File: config.mk
export PLATFORM = sky130hd
export DESIGN_NAME = lrc_device_flat
export DESIGN_NICKNAME = d
export VERILOG_FILES = /design/src/rtl/lrc_pkg.sv /design/src/rtl/lrc_ata_if.sv /design/src/rtl/lrc_log_rom.sv /design/src/rtl/lrc_device.sv /design/src/flat_wrapper.sv
export VERILOG_INCLUDE_DIRS = /design/src /design/src/rtl
export SDC_FILE = /design/constraint.sdc
export NUM_CORES = 1
export LEC_CHECK = 0
export ABC_AREA = 1
export BUFFER_PORTS_ARGS = -buffer_cell sky130_fd_sc_hd__clkbuf_2
export CORE_MARGIN = 2
export CORE_UTILIZATION = 40
export CTS_BUF_LIST = sky130_fd_sc_hd__clkbuf_2 sky130_fd_sc_hd__clkbuf_4 sky130_fd_sc_hd__clkbuf_8
export DETAILED_ROUTE_END_ITERATION = 16
export GPL_TIMING_DRIVEN = 0
export PLACE_DENSITY_LB_ADDON = 0.15
export SETUP_SLACK_MARGIN = 0.2
export SYNTH_ARGS = -nofsm -noshare
export SYNTH_HDL_FRONTEND = slang
export SYNTH_HIERARCHICAL = 1
export SYNTH_SLANG_ARGS = --single-unit
File: constraint.sdc
create_clock -name i_clk -period 6.95 [get_ports i_clk]
set_input_delay 0.3475 -clock i_clk [delete_from_list [all_inputs] [get_ports i_clk]]
set_output_delay 0.3475 -clock i_clk [all_outputs]
set_load 0.02 [all_outputs]
File: src/rtl/lrc_params.svh
`ifndef LRC_PARAMS_SVH
`define LRC_PARAMS_SVH
// task-file register addresses
`define LRC_TF_FEATURE     3'h1
`define LRC_TF_SECT_COUNT  3'h2
`define LRC_TF_SECT_NUMBER 3'h3
`define LRC_TF_CYL_LOW     3'h4
`define LRC_TF_CYL_HIGH    3'h5
`define LRC_TF_DEV_HEAD    3'h6
`define LRC_TF_COMMAND     3'h7
`define LRC_CMD_READ_LOG   8'h2F
// status bit positions
`define LRC_ST_BSY  7
`define LRC_ST_RDY  6
`define LRC_ST_DEVICE_FAULT_FLAG  5
`define LRC_ST_SEEK_COMPLETE_FLAG 4
`define LRC_ST_DATA_REQUEST_FLAG  3
`define LRC_ST_ERR  0
// error bit positions
`define LRC_ER_COMMAND_ABORT_FLAG 2
`define LRC_STATUS_RESET 8'h50
`define LRC_ERROR_RESET  8'h00
// log addresses
`define LRC_LOG_DIR      8'h00
`define LRC_LOG_ERR      8'h03
`define LRC_LOG_SELFTEST 8'h06
`define LRC_LOG_XSELF    8'h07
`define LRC_LOG_POWER    8'h08
`define LRC_LOG_QERR     8'h10
`define LRC_LOG_PHY      8'h11
`define LRC_LOG_QMGMT    8'h12
`define LRC_LOG_REBUILD  8'h15
`define LRC_LOG_WSTREAM  8'h21
`define LRC_LOG_RSTREAM  8'h22
`define LRC_LOG_IDENT    8'h30
`define LRC_LOG_HOST_LO  8'h80
`define LRC_LOG_HOST_HI  8'h9F
// feature enable bits
`define LRC_FE_SMART   0
`define LRC_FE_SELF    1
`define LRC_FE_POWER   2
`define LRC_FE_NCQ     3
`define LRC_FE_SATA    4
`define LRC_FE_QMGMT   5
`define LRC_FE_STREAM  6
`define LRC_FE_REBUILD 7
// log lengths in sectors
`define LRC_SIZE_DIR     16'h0001
`define LRC_SIZE_ERR     16'h0004
`define LRC_SIZE_XSELF   16'h0002
`define LRC_SIZE_ONE     16'h0001
`define LRC_SIZE_IDENT   16'h0008
`define LRC_SIZE_HOST    16'h0010
`define LRC_DIR_VERSION  16'h0001
`define LRC_ERRLOG_VER   16'h0001
`define LRC_WORDS_PER_BLOCK 9'h100
// host-side AXI register offsets
`define LRC_REG_CTRL     5'h00
`define LRC_REG_PARAM    5'h04
`define LRC_REG_STATUS   5'h08
`define LRC_REG_IRQ_STAT 5'h0C
`define LRC_REG_IRQ_MASK 5'h10
`define LRC_REG_DATA     5'h14
`define LRC_REG_WORDS    5'h18
`define LRC_IRQ_DONE     0
`define LRC_IRQ_ABORT    1
`define LRC_IRQ_BLOCK    2
`endif

File: src/rtl/lrc_pkg.sv
package lrc_pkg;
  typedef enum {
    DEV_IDLE,
    DEV_CHECK,
    DEV_XFER
  } lrc_dev_state_type;
  typedef enum {
    HST_IDLE,
    HST_WRITE,
    HST_WAIT_IRQ,
    HST_ACK,
    HST_RECV
  } lrc_host_state_type;
endpackage

File: src/rtl/lrc_ata_if.sv
`timescale 1ns/10ps
interface lrc_ata_if;
  logic       tf_we;
  logic [2:0] tf_addr;
  logic [7:0] tf_wdata;
  logic       status_rd;
  logic [7:0] status;
  logic [7:0] error;
  logic       intrq;
  logic       data_valid;
  logic       data_ready;
  logic [15:0] data_word;
  modport device (
    input  tf_we, tf_addr, tf_wdata, status_rd, data_ready,
    output status, error, intrq, data_valid, data_word
  );
  modport host (
    output tf_we, tf_addr, tf_wdata, status_rd, data_ready,
    input  status, error, intrq, data_valid, data_word
  );
endinterface

File: src/rtl/lrc_log_rom.sv
`timescale 1ns/10ps
`include "lrc_params.svh"
module lrc_log_rom
  import lrc_pkg::*;
(
  input  wire logic [7:0]  i_log,
  input  wire logic [15:0] i_sector,
  input  wire logic [7:0]  i_word,
  input  wire logic [7:0]  i_feature_en,
  output logic      [15:0] o_word
);
  // log length in sectors; zero means the log is absent
  function automatic logic [15:0] log_size(input logic [7:0] log, input logic [7:0] fe);
    logic [15:0] s;
    s = 16'h0000;
    case (log)
      `LRC_LOG_DIR:     s = `LRC_SIZE_DIR;
      `LRC_LOG_ERR:     s = fe[`LRC_FE_SMART] ? `LRC_SIZE_ERR : 16'h0000;
      `LRC_LOG_XSELF:   s = fe[`LRC_FE_SELF] ? `LRC_SIZE_XSELF : 16'h0000;
      `LRC_LOG_POWER:   s = fe[`LRC_FE_POWER] ? `LRC_SIZE_ONE : 16'h0000;
      `LRC_LOG_QERR:    s = fe[`LRC_FE_NCQ] ? `LRC_SIZE_ONE : 16'h0000;
      `LRC_LOG_PHY:     s = fe[`LRC_FE_SATA] ? `LRC_SIZE_ONE : 16'h0000;
      `LRC_LOG_QMGMT:   s = fe[`LRC_FE_QMGMT] ? `LRC_SIZE_ONE : 16'h0000;
      `LRC_LOG_REBUILD: s = fe[`LRC_FE_REBUILD] ? `LRC_SIZE_ONE : 16'h0000;
      `LRC_LOG_WSTREAM,
      `LRC_LOG_RSTREAM: s = fe[`LRC_FE_STREAM] ? `LRC_SIZE_ONE : 16'h0000;
      `LRC_LOG_IDENT:   s = `LRC_SIZE_IDENT;
      default: begin
        if (log >= `LRC_LOG_HOST_LO && log <= `LRC_LOG_HOST_HI && fe[`LRC_FE_SMART]) begin
          s = `LRC_SIZE_HOST;
        end
      end
    endcase
    return s;
  endfunction

  always_comb begin
    o_word = 16'h0000;
    case (i_log)
      `LRC_LOG_DIR: begin
        // word 0 carries the version, word n the length of log n
        if (i_word == 8'h00) begin
          o_word = `LRC_DIR_VERSION;
        end else begin
          o_word = log_size(i_word, i_feature_en);
        end
      end
      `LRC_LOG_ERR: begin
        if (i_word == 8'h00) begin
          o_word = `LRC_ERRLOG_VER;
        end
      end
      `LRC_LOG_XSELF: begin
        // descriptor flags: 28-bit and 48-bit entries both held [RULE10] [RULE11]
        if (i_word == 8'h01) begin
          o_word = 16'h0003;
        end
      end
      default: begin
        if (i_log < `LRC_LOG_HOST_LO) begin
          o_word = {i_sector[7:0], i_word};
        end
      end
    endcase
  end
endmodule

File: src/rtl/lrc_device.sv
`timescale 1ns/10ps
`include "lrc_params.svh"
// Behaviour
// [RULE1] command 2Fh starts extended log read
// [RULE2] interrupt raised once per data block
// [RULE3] sector count: previous high, current low
// [RULE4] current sector number selects the log
// [RULE5] offset: cylinder low previous high, current low
// [RULE6] data starts at requested offset sector
// [RULE7] supported read-only and host-specific logs decoded
// [RULE8] log 06h read aborts the command
// [RULE9] serial logs 10h-12h, 15h; others reserved
// [RULE10] self-test log holds 28/48-bit entries
// [RULE11] 28-bit entries repeated in comprehensive log
// [RULE12] disabled feature log aborts the command
// [RULE13] invalid count, address or offset aborts
// [RULE14] host writes high byte first, command last
// [RULE15] completion and abort status bits as defined
module lrc_device
  import lrc_pkg::*;
(
  input  wire logic       i_clk,
  input  wire logic       i_rst_n,
  input  wire logic [7:0] i_feature_en,
  output logic            o_busy,
  lrc_ata_if.device       ata
);
  // ************************************************************
  // pin synchroniser for feature enables
  // ************************************************************
  logic [7:0] fe_meta;
  logic [7:0] fe_sync;

  always_ff @(posedge i_clk or negedge i_rst_n) begin
    if (!i_rst_n) begin
      fe_meta <= 8'h00;
      fe_sync <= 8'h00;
    end else begin
      fe_meta <= i_feature_en;
      fe_sync <= fe_meta;
    end
  end

  // ************************************************************
  // task file: current and previous byte of sector count and cylinder low, current sector number
  // ************************************************************
  logic [7:0] count_cur;
  logic [7:0] count_prev;
  logic [7:0] log_cur;
  logic [7:0] offset_cur;
  logic [7:0] offset_prev;
  logic       cmd_go;
  lrc_dev_state_type state;

  // writes while busy are ignored so the running command keeps its parameters
  always_ff @(posedge i_clk or negedge i_rst_n) begin
    if (!i_rst_n) begin
      count_cur   <= 8'h00;
      count_prev  <= 8'h00;
      log_cur     <= 8'h00;
      offset_cur  <= 8'h00;
      offset_prev <= 8'h00;
    end else if (ata.tf_we && state == DEV_IDLE) begin
      case (ata.tf_addr)
        `LRC_TF_SECT_COUNT: begin
          count_prev <= count_cur; // [RULE3]
          count_cur  <= ata.tf_wdata;
        end
        `LRC_TF_SECT_NUMBER: log_cur <= ata.tf_wdata; // [RULE4]
        `LRC_TF_CYL_LOW: begin
          offset_prev <= offset_cur; // [RULE5]
          offset_cur  <= ata.tf_wdata;
        end
        default: begin
        end
      endcase
    end
  end

  assign cmd_go = ata.tf_we && state == DEV_IDLE && ata.tf_addr == `LRC_TF_COMMAND
                  && ata.tf_wdata == `LRC_CMD_READ_LOG; // [RULE1] [RULE14]

  // ************************************************************
  // validation
  // ************************************************************
  logic [15:0] req_count;
  logic [15:0] req_offset;
  logic [15:0] size;
  logic [16:0] req_end;
  logic        log_known;
  logic        feature_ok;
  logic        req_valid;

  assign req_count  = {count_prev, count_cur};
  assign req_offset = {offset_prev, offset_cur};
  assign req_end    = {1'b0, req_offset} + {1'b0, req_count};

  always_comb begin
    log_known  = 1'b1;
    feature_ok = 1'b1;
    size       = `LRC_SIZE_ONE;
    case (log_cur) // [RULE7] [RULE9]
      `LRC_LOG_DIR:      size = `LRC_SIZE_DIR;
      `LRC_LOG_ERR: begin
        size       = `LRC_SIZE_ERR;
        feature_ok = fe_sync[`LRC_FE_SMART];
      end
      `LRC_LOG_SELFTEST: log_known = 1'b0; // [RULE8]
      `LRC_LOG_XSELF: begin
        size       = `LRC_SIZE_XSELF;
        feature_ok = fe_sync[`LRC_FE_SELF];
      end
      `LRC_LOG_POWER:    feature_ok = fe_sync[`LRC_FE_POWER];
      `LRC_LOG_QERR:     feature_ok = fe_sync[`LRC_FE_NCQ];
      `LRC_LOG_PHY:      feature_ok = fe_sync[`LRC_FE_SATA];
      `LRC_LOG_QMGMT:    feature_ok = fe_sync[`LRC_FE_QMGMT];
      `LRC_LOG_REBUILD:  feature_ok = fe_sync[`LRC_FE_REBUILD];
      `LRC_LOG_WSTREAM,
      `LRC_LOG_RSTREAM:  feature_ok = fe_sync[`LRC_FE_STREAM];
      `LRC_LOG_IDENT:    size = `LRC_SIZE_IDENT;
      default: begin
        if (log_cur >= `LRC_LOG_HOST_LO && log_cur <= `LRC_LOG_HOST_HI) begin
          size       = `LRC_SIZE_HOST;
          feature_ok = fe_sync[`LRC_FE_SMART];
        end else begin
          log_known = 1'b0; // reserved and unsupported addresses
        end
      end
    endcase
  end

  // count zero or a range past the log end is invalid
  assign req_valid = log_known && feature_ok && req_count != 16'h0000
                     && req_end <= {1'b0, size}; // [RULE12] [RULE13]

  // ************************************************************
  // transfer sequencer
  // ************************************************************
  logic [15:0] cur_sec;
  logic [7:0]  cur_word;
  logic [15:0] remaining;
  logic [15:0] rom_sec;
  logic [7:0]  rom_word;
  logic [15:0] rom_data;
  logic        hs;
  logic        last_word;

  assign hs        = ata.data_valid && ata.data_ready;
  assign last_word = cur_word == 8'hFF;
  // prefetch: in CHECK the first word of the offset sector, else the next one
  assign rom_sec   = (state == DEV_CHECK) ? req_offset
                     : (last_word ? cur_sec + 16'h0001 : cur_sec); // [RULE6]
  assign rom_word  = (state == DEV_CHECK) ? 8'h00 : cur_word + 8'h01;

  lrc_log_rom u_rom (
    .i_log        (log_cur),
    .i_sector     (rom_sec),
    .i_word       (rom_word),
    .i_feature_en (fe_sync),
    .o_word       (rom_data)
  );

  always_ff @(posedge i_clk or negedge i_rst_n) begin
    if (!i_rst_n) begin
      state <= DEV_IDLE;
    end else begin
      case (state)
        DEV_IDLE:  if (cmd_go) state <= DEV_CHECK;
        DEV_CHECK: state <= req_valid ? DEV_XFER : DEV_IDLE;
        DEV_XFER:  if (hs && last_word && remaining == 16'h0001) state <= DEV_IDLE;
        default:   state <= DEV_IDLE;
      endcase
    end
  end

  always_ff @(posedge i_clk or negedge i_rst_n) begin
    if (!i_rst_n) begin
      cur_sec   <= 16'h0000;
      cur_word  <= 8'h00;
      remaining <= 16'h0000;
    end else if (state == DEV_CHECK) begin
      cur_sec   <= req_offset; // [RULE6]
      cur_word  <= 8'h00;
      remaining <= req_count;
    end else if (hs) begin
      cur_sec  <= rom_sec;
      cur_word <= rom_word;
      if (last_word) begin
        remaining <= remaining - 16'h0001;
      end
    end
  end

  always_ff @(posedge i_clk or negedge i_rst_n) begin
    if (!i_rst_n) begin
      ata.data_word  <= 16'h0000;
      ata.data_valid <= 1'b0;
    end else begin
      if (state == DEV_CHECK || hs) begin
        ata.data_word <= rom_data;
      end
      if (state == DEV_CHECK) begin
        ata.data_valid <= req_valid;
      end else if (hs && last_word && remaining == 16'h0001) begin
        ata.data_valid <= 1'b0;
      end
    end
  end

  // ************************************************************
  // status, error and interrupt
  // ************************************************************
  logic block_start;

  assign block_start = (state == DEV_CHECK) || (hs && last_word && remaining != 16'h0001);

  always_ff @(posedge i_clk or negedge i_rst_n) begin
    if (!i_rst_n) begin
      ata.status <= `LRC_STATUS_RESET;
      ata.error  <= `LRC_ERROR_RESET;
      o_busy     <= 1'b0;
    end else if (cmd_go) begin
      ata.status <= 8'h00;
      ata.status[`LRC_ST_BSY] <= 1'b1;
      ata.error  <= 8'h00;
      o_busy     <= 1'b1;
    end else if (state == DEV_CHECK) begin
      ata.status <= 8'h00;
      ata.status[`LRC_ST_RDY] <= 1'b1;
      ata.status[`LRC_ST_SEEK_COMPLETE_FLAG] <= 1'b1;
      if (req_valid) begin
        ata.status[`LRC_ST_DATA_REQUEST_FLAG] <= 1'b1;
      end else begin
        ata.status[`LRC_ST_ERR] <= 1'b1; // [RULE15]
        ata.error[`LRC_ER_COMMAND_ABORT_FLAG] <= 1'b1; // [RULE8] [RULE12] [RULE13]
        o_busy                  <= 1'b0;
      end
    end else if (state == DEV_XFER && hs && last_word && remaining == 16'h0001) begin
      ata.status[`LRC_ST_DATA_REQUEST_FLAG] <= 1'b0; // [RULE15]
      o_busy                  <= 1'b0;
    end
  end

  // a new block outranks the host's acknowledge in the same cycle
  always_ff @(posedge i_clk or negedge i_rst_n) begin
    if (!i_rst_n) begin
      ata.intrq <= 1'b0;
    end else if (block_start) begin
      ata.intrq <= 1'b1; // [RULE2]
    end else if (ata.status_rd) begin
      ata.intrq <= 1'b0;
    end
  end
endmodule

File: src/flat_wrapper.sv
// flat-port wrapper written by rule: the top's interface ports become plain ports
module lrc_device_flat import lrc_pkg::*;
  (i_clk, i_rst_n, i_feature_en, o_busy, ata_tf_we, ata_tf_addr, ata_tf_wdata, ata_status_rd, ata_data_ready, ata_status, ata_error, ata_intrq, ata_data_valid, ata_data_word);
  lrc_ata_if ata_i ();
  input  wire logic i_clk;
  input  wire logic i_rst_n;
  input  wire logic [7:0] i_feature_en;
  output logic o_busy;
  input wire logic [$bits(ata_i.tf_we)-1:0] ata_tf_we;
  input wire logic [$bits(ata_i.tf_addr)-1:0] ata_tf_addr;
  input wire logic [$bits(ata_i.tf_wdata)-1:0] ata_tf_wdata;
  input wire logic [$bits(ata_i.status_rd)-1:0] ata_status_rd;
  input wire logic [$bits(ata_i.data_ready)-1:0] ata_data_ready;
  output wire logic [$bits(ata_i.status)-1:0] ata_status;
  output wire logic [$bits(ata_i.error)-1:0] ata_error;
  output wire logic [$bits(ata_i.intrq)-1:0] ata_intrq;
  output wire logic [$bits(ata_i.data_valid)-1:0] ata_data_valid;
  output wire logic [$bits(ata_i.data_word)-1:0] ata_data_word;
  assign ata_i.tf_we = ata_tf_we;
  assign ata_i.tf_addr = ata_tf_addr;
  assign ata_i.tf_wdata = ata_tf_wdata;
  assign ata_i.status_rd = ata_status_rd;
  assign ata_i.data_ready = ata_data_ready;
  assign ata_status = ata_i.status;
  assign ata_error = ata_i.error;
  assign ata_intrq = ata_i.intrq;
  assign ata_data_valid = ata_i.data_valid;
  assign ata_data_word = ata_i.data_word;
  lrc_device u_core (.i_clk(i_clk), .i_rst_n(i_rst_n), .i_feature_en(i_feature_en), .o_busy(o_busy), .ata(ata_i));
endmodule
# Word-level counts from Yosys, hierarchy flattened
# Index checks and enable logic that the tools add are counted.
# W data, S select, Z words.
[totals] reg_bits=156 input_bits=24 output_inout_bits=35 word_cells=160
[op_classes] addsub=4 magnitude_cmp=6 n_eq_ne=38 mux=52 n_reduce_logical=41
[op_table] cell="$mux W16" count=8
[op_table] cell="$pmux W32 S3" count=1
[op_table] cell="$eq A32 B2 Y1 const B" count=2
[op_table] cell="$eq A8 B5 Y1 const B" count=8
[op_table] cell="$logic_not A32 Y1" count=2
[op_table] cell="$mux W32" count=2
[op_table] cell="$pmux W16 S4" count=1
[op_table] cell="$eq A8 B6 Y1 const B" count=7
[op_table] cell="$pmux W16 S3" count=1
[op_table] cell="$pmux W5 S9" count=1
[op_table] cell="$eq A32 B1 Y1 const B" count=1
[op_table] cell="$eq A32 B3 Y1 const B" count=1
[op_table] cell="$mux W8" count=4
[op_table] cell="$eq A8 B3 Y1 const B" count=3
[op_table] cell="$mux W1" count=23
[op_table] cell="$add A16 B16 Y17" count=1
[op_table] cell="$le A17 B16 Y1" count=1
[op_table] cell="$add A16 B1 Y16 const B" count=1
[op_table] cell="$eq A16 B1 Y1 const B" count=1
[op_table] cell="$eq A8 B2 Y1 const B" count=2
[op_table] cell="$eq A8 B4 Y1 const B" count=2
[op_table] cell="$ge A8 B8 Y1 const B" count=2
[op_table] cell="$le A8 B8 Y1 const B" count=2
[op_table] cell="$logic_and A1 B1 Y1" count=16
[op_table] cell="26 further kinds" count=48

# Longest topological paths before layout
[logic_depth] depth_word=10 mapped_depth=20

# By module
# The synthesis kept the hierarchy.
[modules_own_cells] mod="lrc_device" instances=1 cells_per_inst=971 area_each_um2=7159.4 seq_area_each_um2=3054.2
[modules_own_cells] mod="lrc_log_rom" instances=1 cells_per_inst=101 area_each_um2=556.8 seq_area_each_um2=0.0

# Worst setup path before layout
# OpenSTA, ideal clock, no wires.
[synth_timing] kind="register to register" startpoint="register u_core.count_cur[0]" endpoint="register u_core.o_busy" setup_time_ps=68 arrival_ps=2449 path_slack_ps=4433 path_stages_with_launch=21 n_path_buf=0 period_less_slack_ps=2517 cell_sequence="dfrtp_1 -> ha_1 -> fa_1 -> nand2_1 -> nand2_1 -> nand2_1 -> xnor2_1 -> ha_1 -> nand2_1 -> nor2_1 -> nand2_1 -> o211ai_1 -> nand2_1 -> inv_1 -> nor2_1 -> nand3_1 -> nor2_2 -> nand3_2 -> nand2_1 -> nand2_1 -> nand2_1"
[synth_via] elab_chain_cells=5 elab_cells_between_ends=7 classes_between="add/sub (1); order compare (1); eq/ne (1); reduce/logical (4)"
[synth_rtl] element="start, declared" line_no="lrc_device.sv:47" text="logic [7:0] count_cur;"
[synth_rtl] element="start signal, assigned" line_no="lrc_device.sv:67" text="count_cur <= ata.tf_wdata;"
[synth_rtl] element="$add A16 B16 Y17 or $reduce_bool A16 Y1 (tied branches)" line_no="lrc_device.sv:96, lrc_device.sv:133"
[synth_rtl] element="$le A17 B16 Y1 or $logic_and A1 B1 Y1 (tied branches)" line_no="lrc_device.sv:134, lrc_device.sv:133"
[synth_rtl] element="$logic_and A1 B1 Y1 (*)" line_no="lrc_device.sv:134" text="&& req_end <= {1'b0, size};"
[synth_rtl] element="$ne A3 B2 Y1 (no line) (*)"
[synth_rtl] element="$reduce_and A2 Y1 (no line) (*)"
[synth_rtl] element="end signal, assigned" line_no="lrc_device.sv:221" text="o_busy <= 1'b0;"
[synth_rtl] element="end signal, assigned" line_no="lrc_device.sv:226" text="o_busy <= 1'b1;"
[synth_rtl] element="end signal, assigned" line_no="lrc_device.sv:236" text="o_busy <= 1'b0;"
[synth_rtl] element="end, declared" line_no="lrc_device.sv:25" text="output logic o_busy,"
# Mark *: on every way between the ends. The rest lies on a longest branch, timed or not.
# A chain may end at the register's enable or synchronous reset.

# Worst setup path after layout
[layout_timing] startpoint="register u_core.count_cur[0]" endpoint="register u_core.ata.error[2]"
[layout_via] elab_chain_cells=5 elab_cells_between_ends=7 classes_between="add/sub (1); order compare (1); eq/ne (1); reduce/logical (4)"
[layout_rtl] element="$add A16 B16 Y17 or $reduce_bool A16 Y1 (tied branches)" line_no="lrc_device.sv:96, lrc_device.sv:133"
[layout_rtl] element="$le A17 B16 Y1 or $logic_and A1 B1 Y1 (tied branches)" line_no="lrc_device.sv:134, lrc_device.sv:133"
[layout_rtl] element="$logic_and A1 B1 Y1 (*)" line_no="lrc_device.sv:134"
[layout_rtl] element="$ne A2 B1 Y1 (no line) (*)"
[layout_rtl] element="$reduce_and A2 Y1 (no line) (*)"
[layout_rtl] element="end signal, assigned" line_no="lrc_device.sv:220" text="ata.error <= `LRC_ERROR_RESET;"
[layout_rtl] element="end, declared" line_no="lrc_ata_if.sv:15" text="output status, error, intrq, data_valid, data_word"
# Marks and branches as above.

==> metrics.txt <==
status complete, no violations; Fillers 1747; multi-input logic area 0.003566 mm^2; relative slew slack 0.4734; Initial Utilization 0.4108; clock sink count 114; clock latency on the worst-skew pair 440 ps; peak supply drop 0.0001452 V; Setup TNS 0 ps; CTS Buffer Depth 2; initial antenna violation count 0; Routed WL 18.20 mm; via count 6346; clk slew on worst S/H paths 70 ps; unrepaired setup endpoints after global routing false; period utilization 0.4346; r2r endpoint u_core/ata.error[2]; vias in the first global route 6040; final max-slew violation count 0; Largest regs u_core/ata.data_word: 16 flops, u_core/remaining: 16 flops; Worst Path Required 7280 ps; CP most frequent cell nand2_1; post-route minimum period 3020 ps; yosys warns 6; CTS Buf Count 17; First-pass DRT Iterations 5; Seq. cell area 0.002854 mm^2; DRT antenna net count 0; total grt overflow 0; Synth Area per Inst 7.238 um^2; CP Cell Sequence ha_1 > fa_1 > nand2_1 > nand2_1 > nand2_1 > xnor2_1 > ha_1 > nand2_1 > nor2_1 > nand2_1 > o211ai_1 > nand2_1 > inv_1 > nor2_1 > nand3_1 > nor2_2 > nand2_1 > nand2_1 > nand2_1; GPL Wtd Cong 0.8993; detailed-route DRC error count 0; TritonCTS clock tree built; Die ar. 0.01891 mm^2; largest net degree at the start of global routing 84; synthesis-to-layout area growth 15.20%; cell at the slowest stage of the critical path fa_1; Layout Cells excl Fill 1309; FF-to-FF Start u_core/count_cur[0]; maximum net fanout on the critical path 4; total of max-cap violations 0; Critical Path Max Stage Delay 450 ps; Slew @ Worst Pin 789.0 ps; layout cell share with drive strength beyond 1 0.1577; startpoint types flop; Die Y 137.5 um; crit end category flop; CP startpoint u_core/count_cur[0]; Rows 48; Buffers & Inverters on Critical Path 1; flop2flop setup slack 3930 ps; H-tree Lvls 4; Max Fclk 0.3311 GHz; CP arrival 3350 ps; min-delay worst type input port to flop; DR WL/cell 13.90 um; DP HPWL 14.12 mm; port bufs 48; Hold Path End u_core/ata.intrq; clk root buf clkbuf_8; Reg2Reg Depth 19; hold_sp ata_status_rd; critical path class flop to flop; chip width 137.5 um; violation count after the first detailed-route iteration 371; Worst Skew 10.97 ps; pwr dens 192.5 mW/mm^2; synthesized cell area 0.007129 mm^2; cell count after placement 1268; # resized after CTS 0; Lkg Pwr 0.004188 uW; Top delay family on crit path simple AND/OR/NAND/NOR gates; Hold Fails Final Rpt 0; first-pass GRT wire length 30.59 mm; Mapped Cells 985; final net count 1121; Antenna Cells 0; core outline area 0.01736 mm^2; total global-route track usage 0.2116; Via density 4.848; hold path depth 2; # IOs 59; endpoints failing setup 0
repair_timing:
action,4_1_cts,5_1_grt
hold buffers,9,0
endpoints found under the setup margin,0,0
hold endpoints to repair,38,0
setup buffers,0,0
cells in the final DEF (no fill, tap or decap), types with 4 or more instances in the layout:
cell type      count
o21ai_1            5
buf_2              7
clkbuf_1          13
nor3_1            17
nand3_2            4
clkbuf_2          47
nor2_4            16
dlygate4sd3_1      9
nand3_1           52
nor2_2            10
nor2_1           102
conb_1            10
o21ai_0           62
clkbuf_8          20
xnor2_1            5
nand4_1            9
nand2_2            8
nand2_1          300
dfrtp_1          113
a21oi_1           24
buf_4             11
inv_2             15
inv_1            125
o211ai_1           7
ha_1              25
xor2_1            12
final cells by class:
cell class              instances  share of cell area
multi-input cells             703              0.4342
clock buffers                  20             0.03275
flip-flops and latches        114              0.3475
inverters                     142             0.06551
repair buffers                 58             0.04464
plain buffers                  35             0.02498
well taps                     225             0.03428
clock inverters                12             0.01615
through the flow:
step	power, uW	hold WS [ps]	cell area [um^2]	utilization	setup slack (ps)
after floorplan	887.5	51.91	7163	-	4433
after global placement	948.1	332.1	7685	0.4428	3756
after detailed placement	952.4	268.5	7721	0.4449	3984
after CTS	1598	78.40	8213	0.4732	3948
after global routing	1662	82.63	8213	0.4732	3745
final	1581	107.9	8213	0.4732	3930
where the power goes:
| part | leakage, uW | switching (uW) | internal (uW) |
|---|---|---|---|
| clock | 0.000199 | 294 | 342 |
| sequential | 0.00141 | 21.3 | 692 |
| combinational | 0.00258 | 161 | 71.3 |
layer usage:
layer,part of all wire,vias to the layer above,GRT usage
met5,0,-,0
met4,0.023,0,0.07045
met3,0.048,19,0.04599
met2,0.43,138,0.3115
met1,0.50,2925,0.3076
li1,-,3264,-
worst max-delay path by stage:
stage / endpoint / slack [ps] / depth (start not counted)
2_1_floorplan: u_core/o_busy / 4430 / 20
3_3_place_gp: u_core/ata.data_word[14] / 3760 / 1
3_5_place_dp: u_core/ata.status[0] / 3980 / 19
4_1_cts: u_core/o_busy / 3950 / 20
5_1_grt: u_core/o_busy / 3740 / 20
6_report: u_core/ata.error[2] / 3930 / 19
Power figures use the tool's default switching activity.
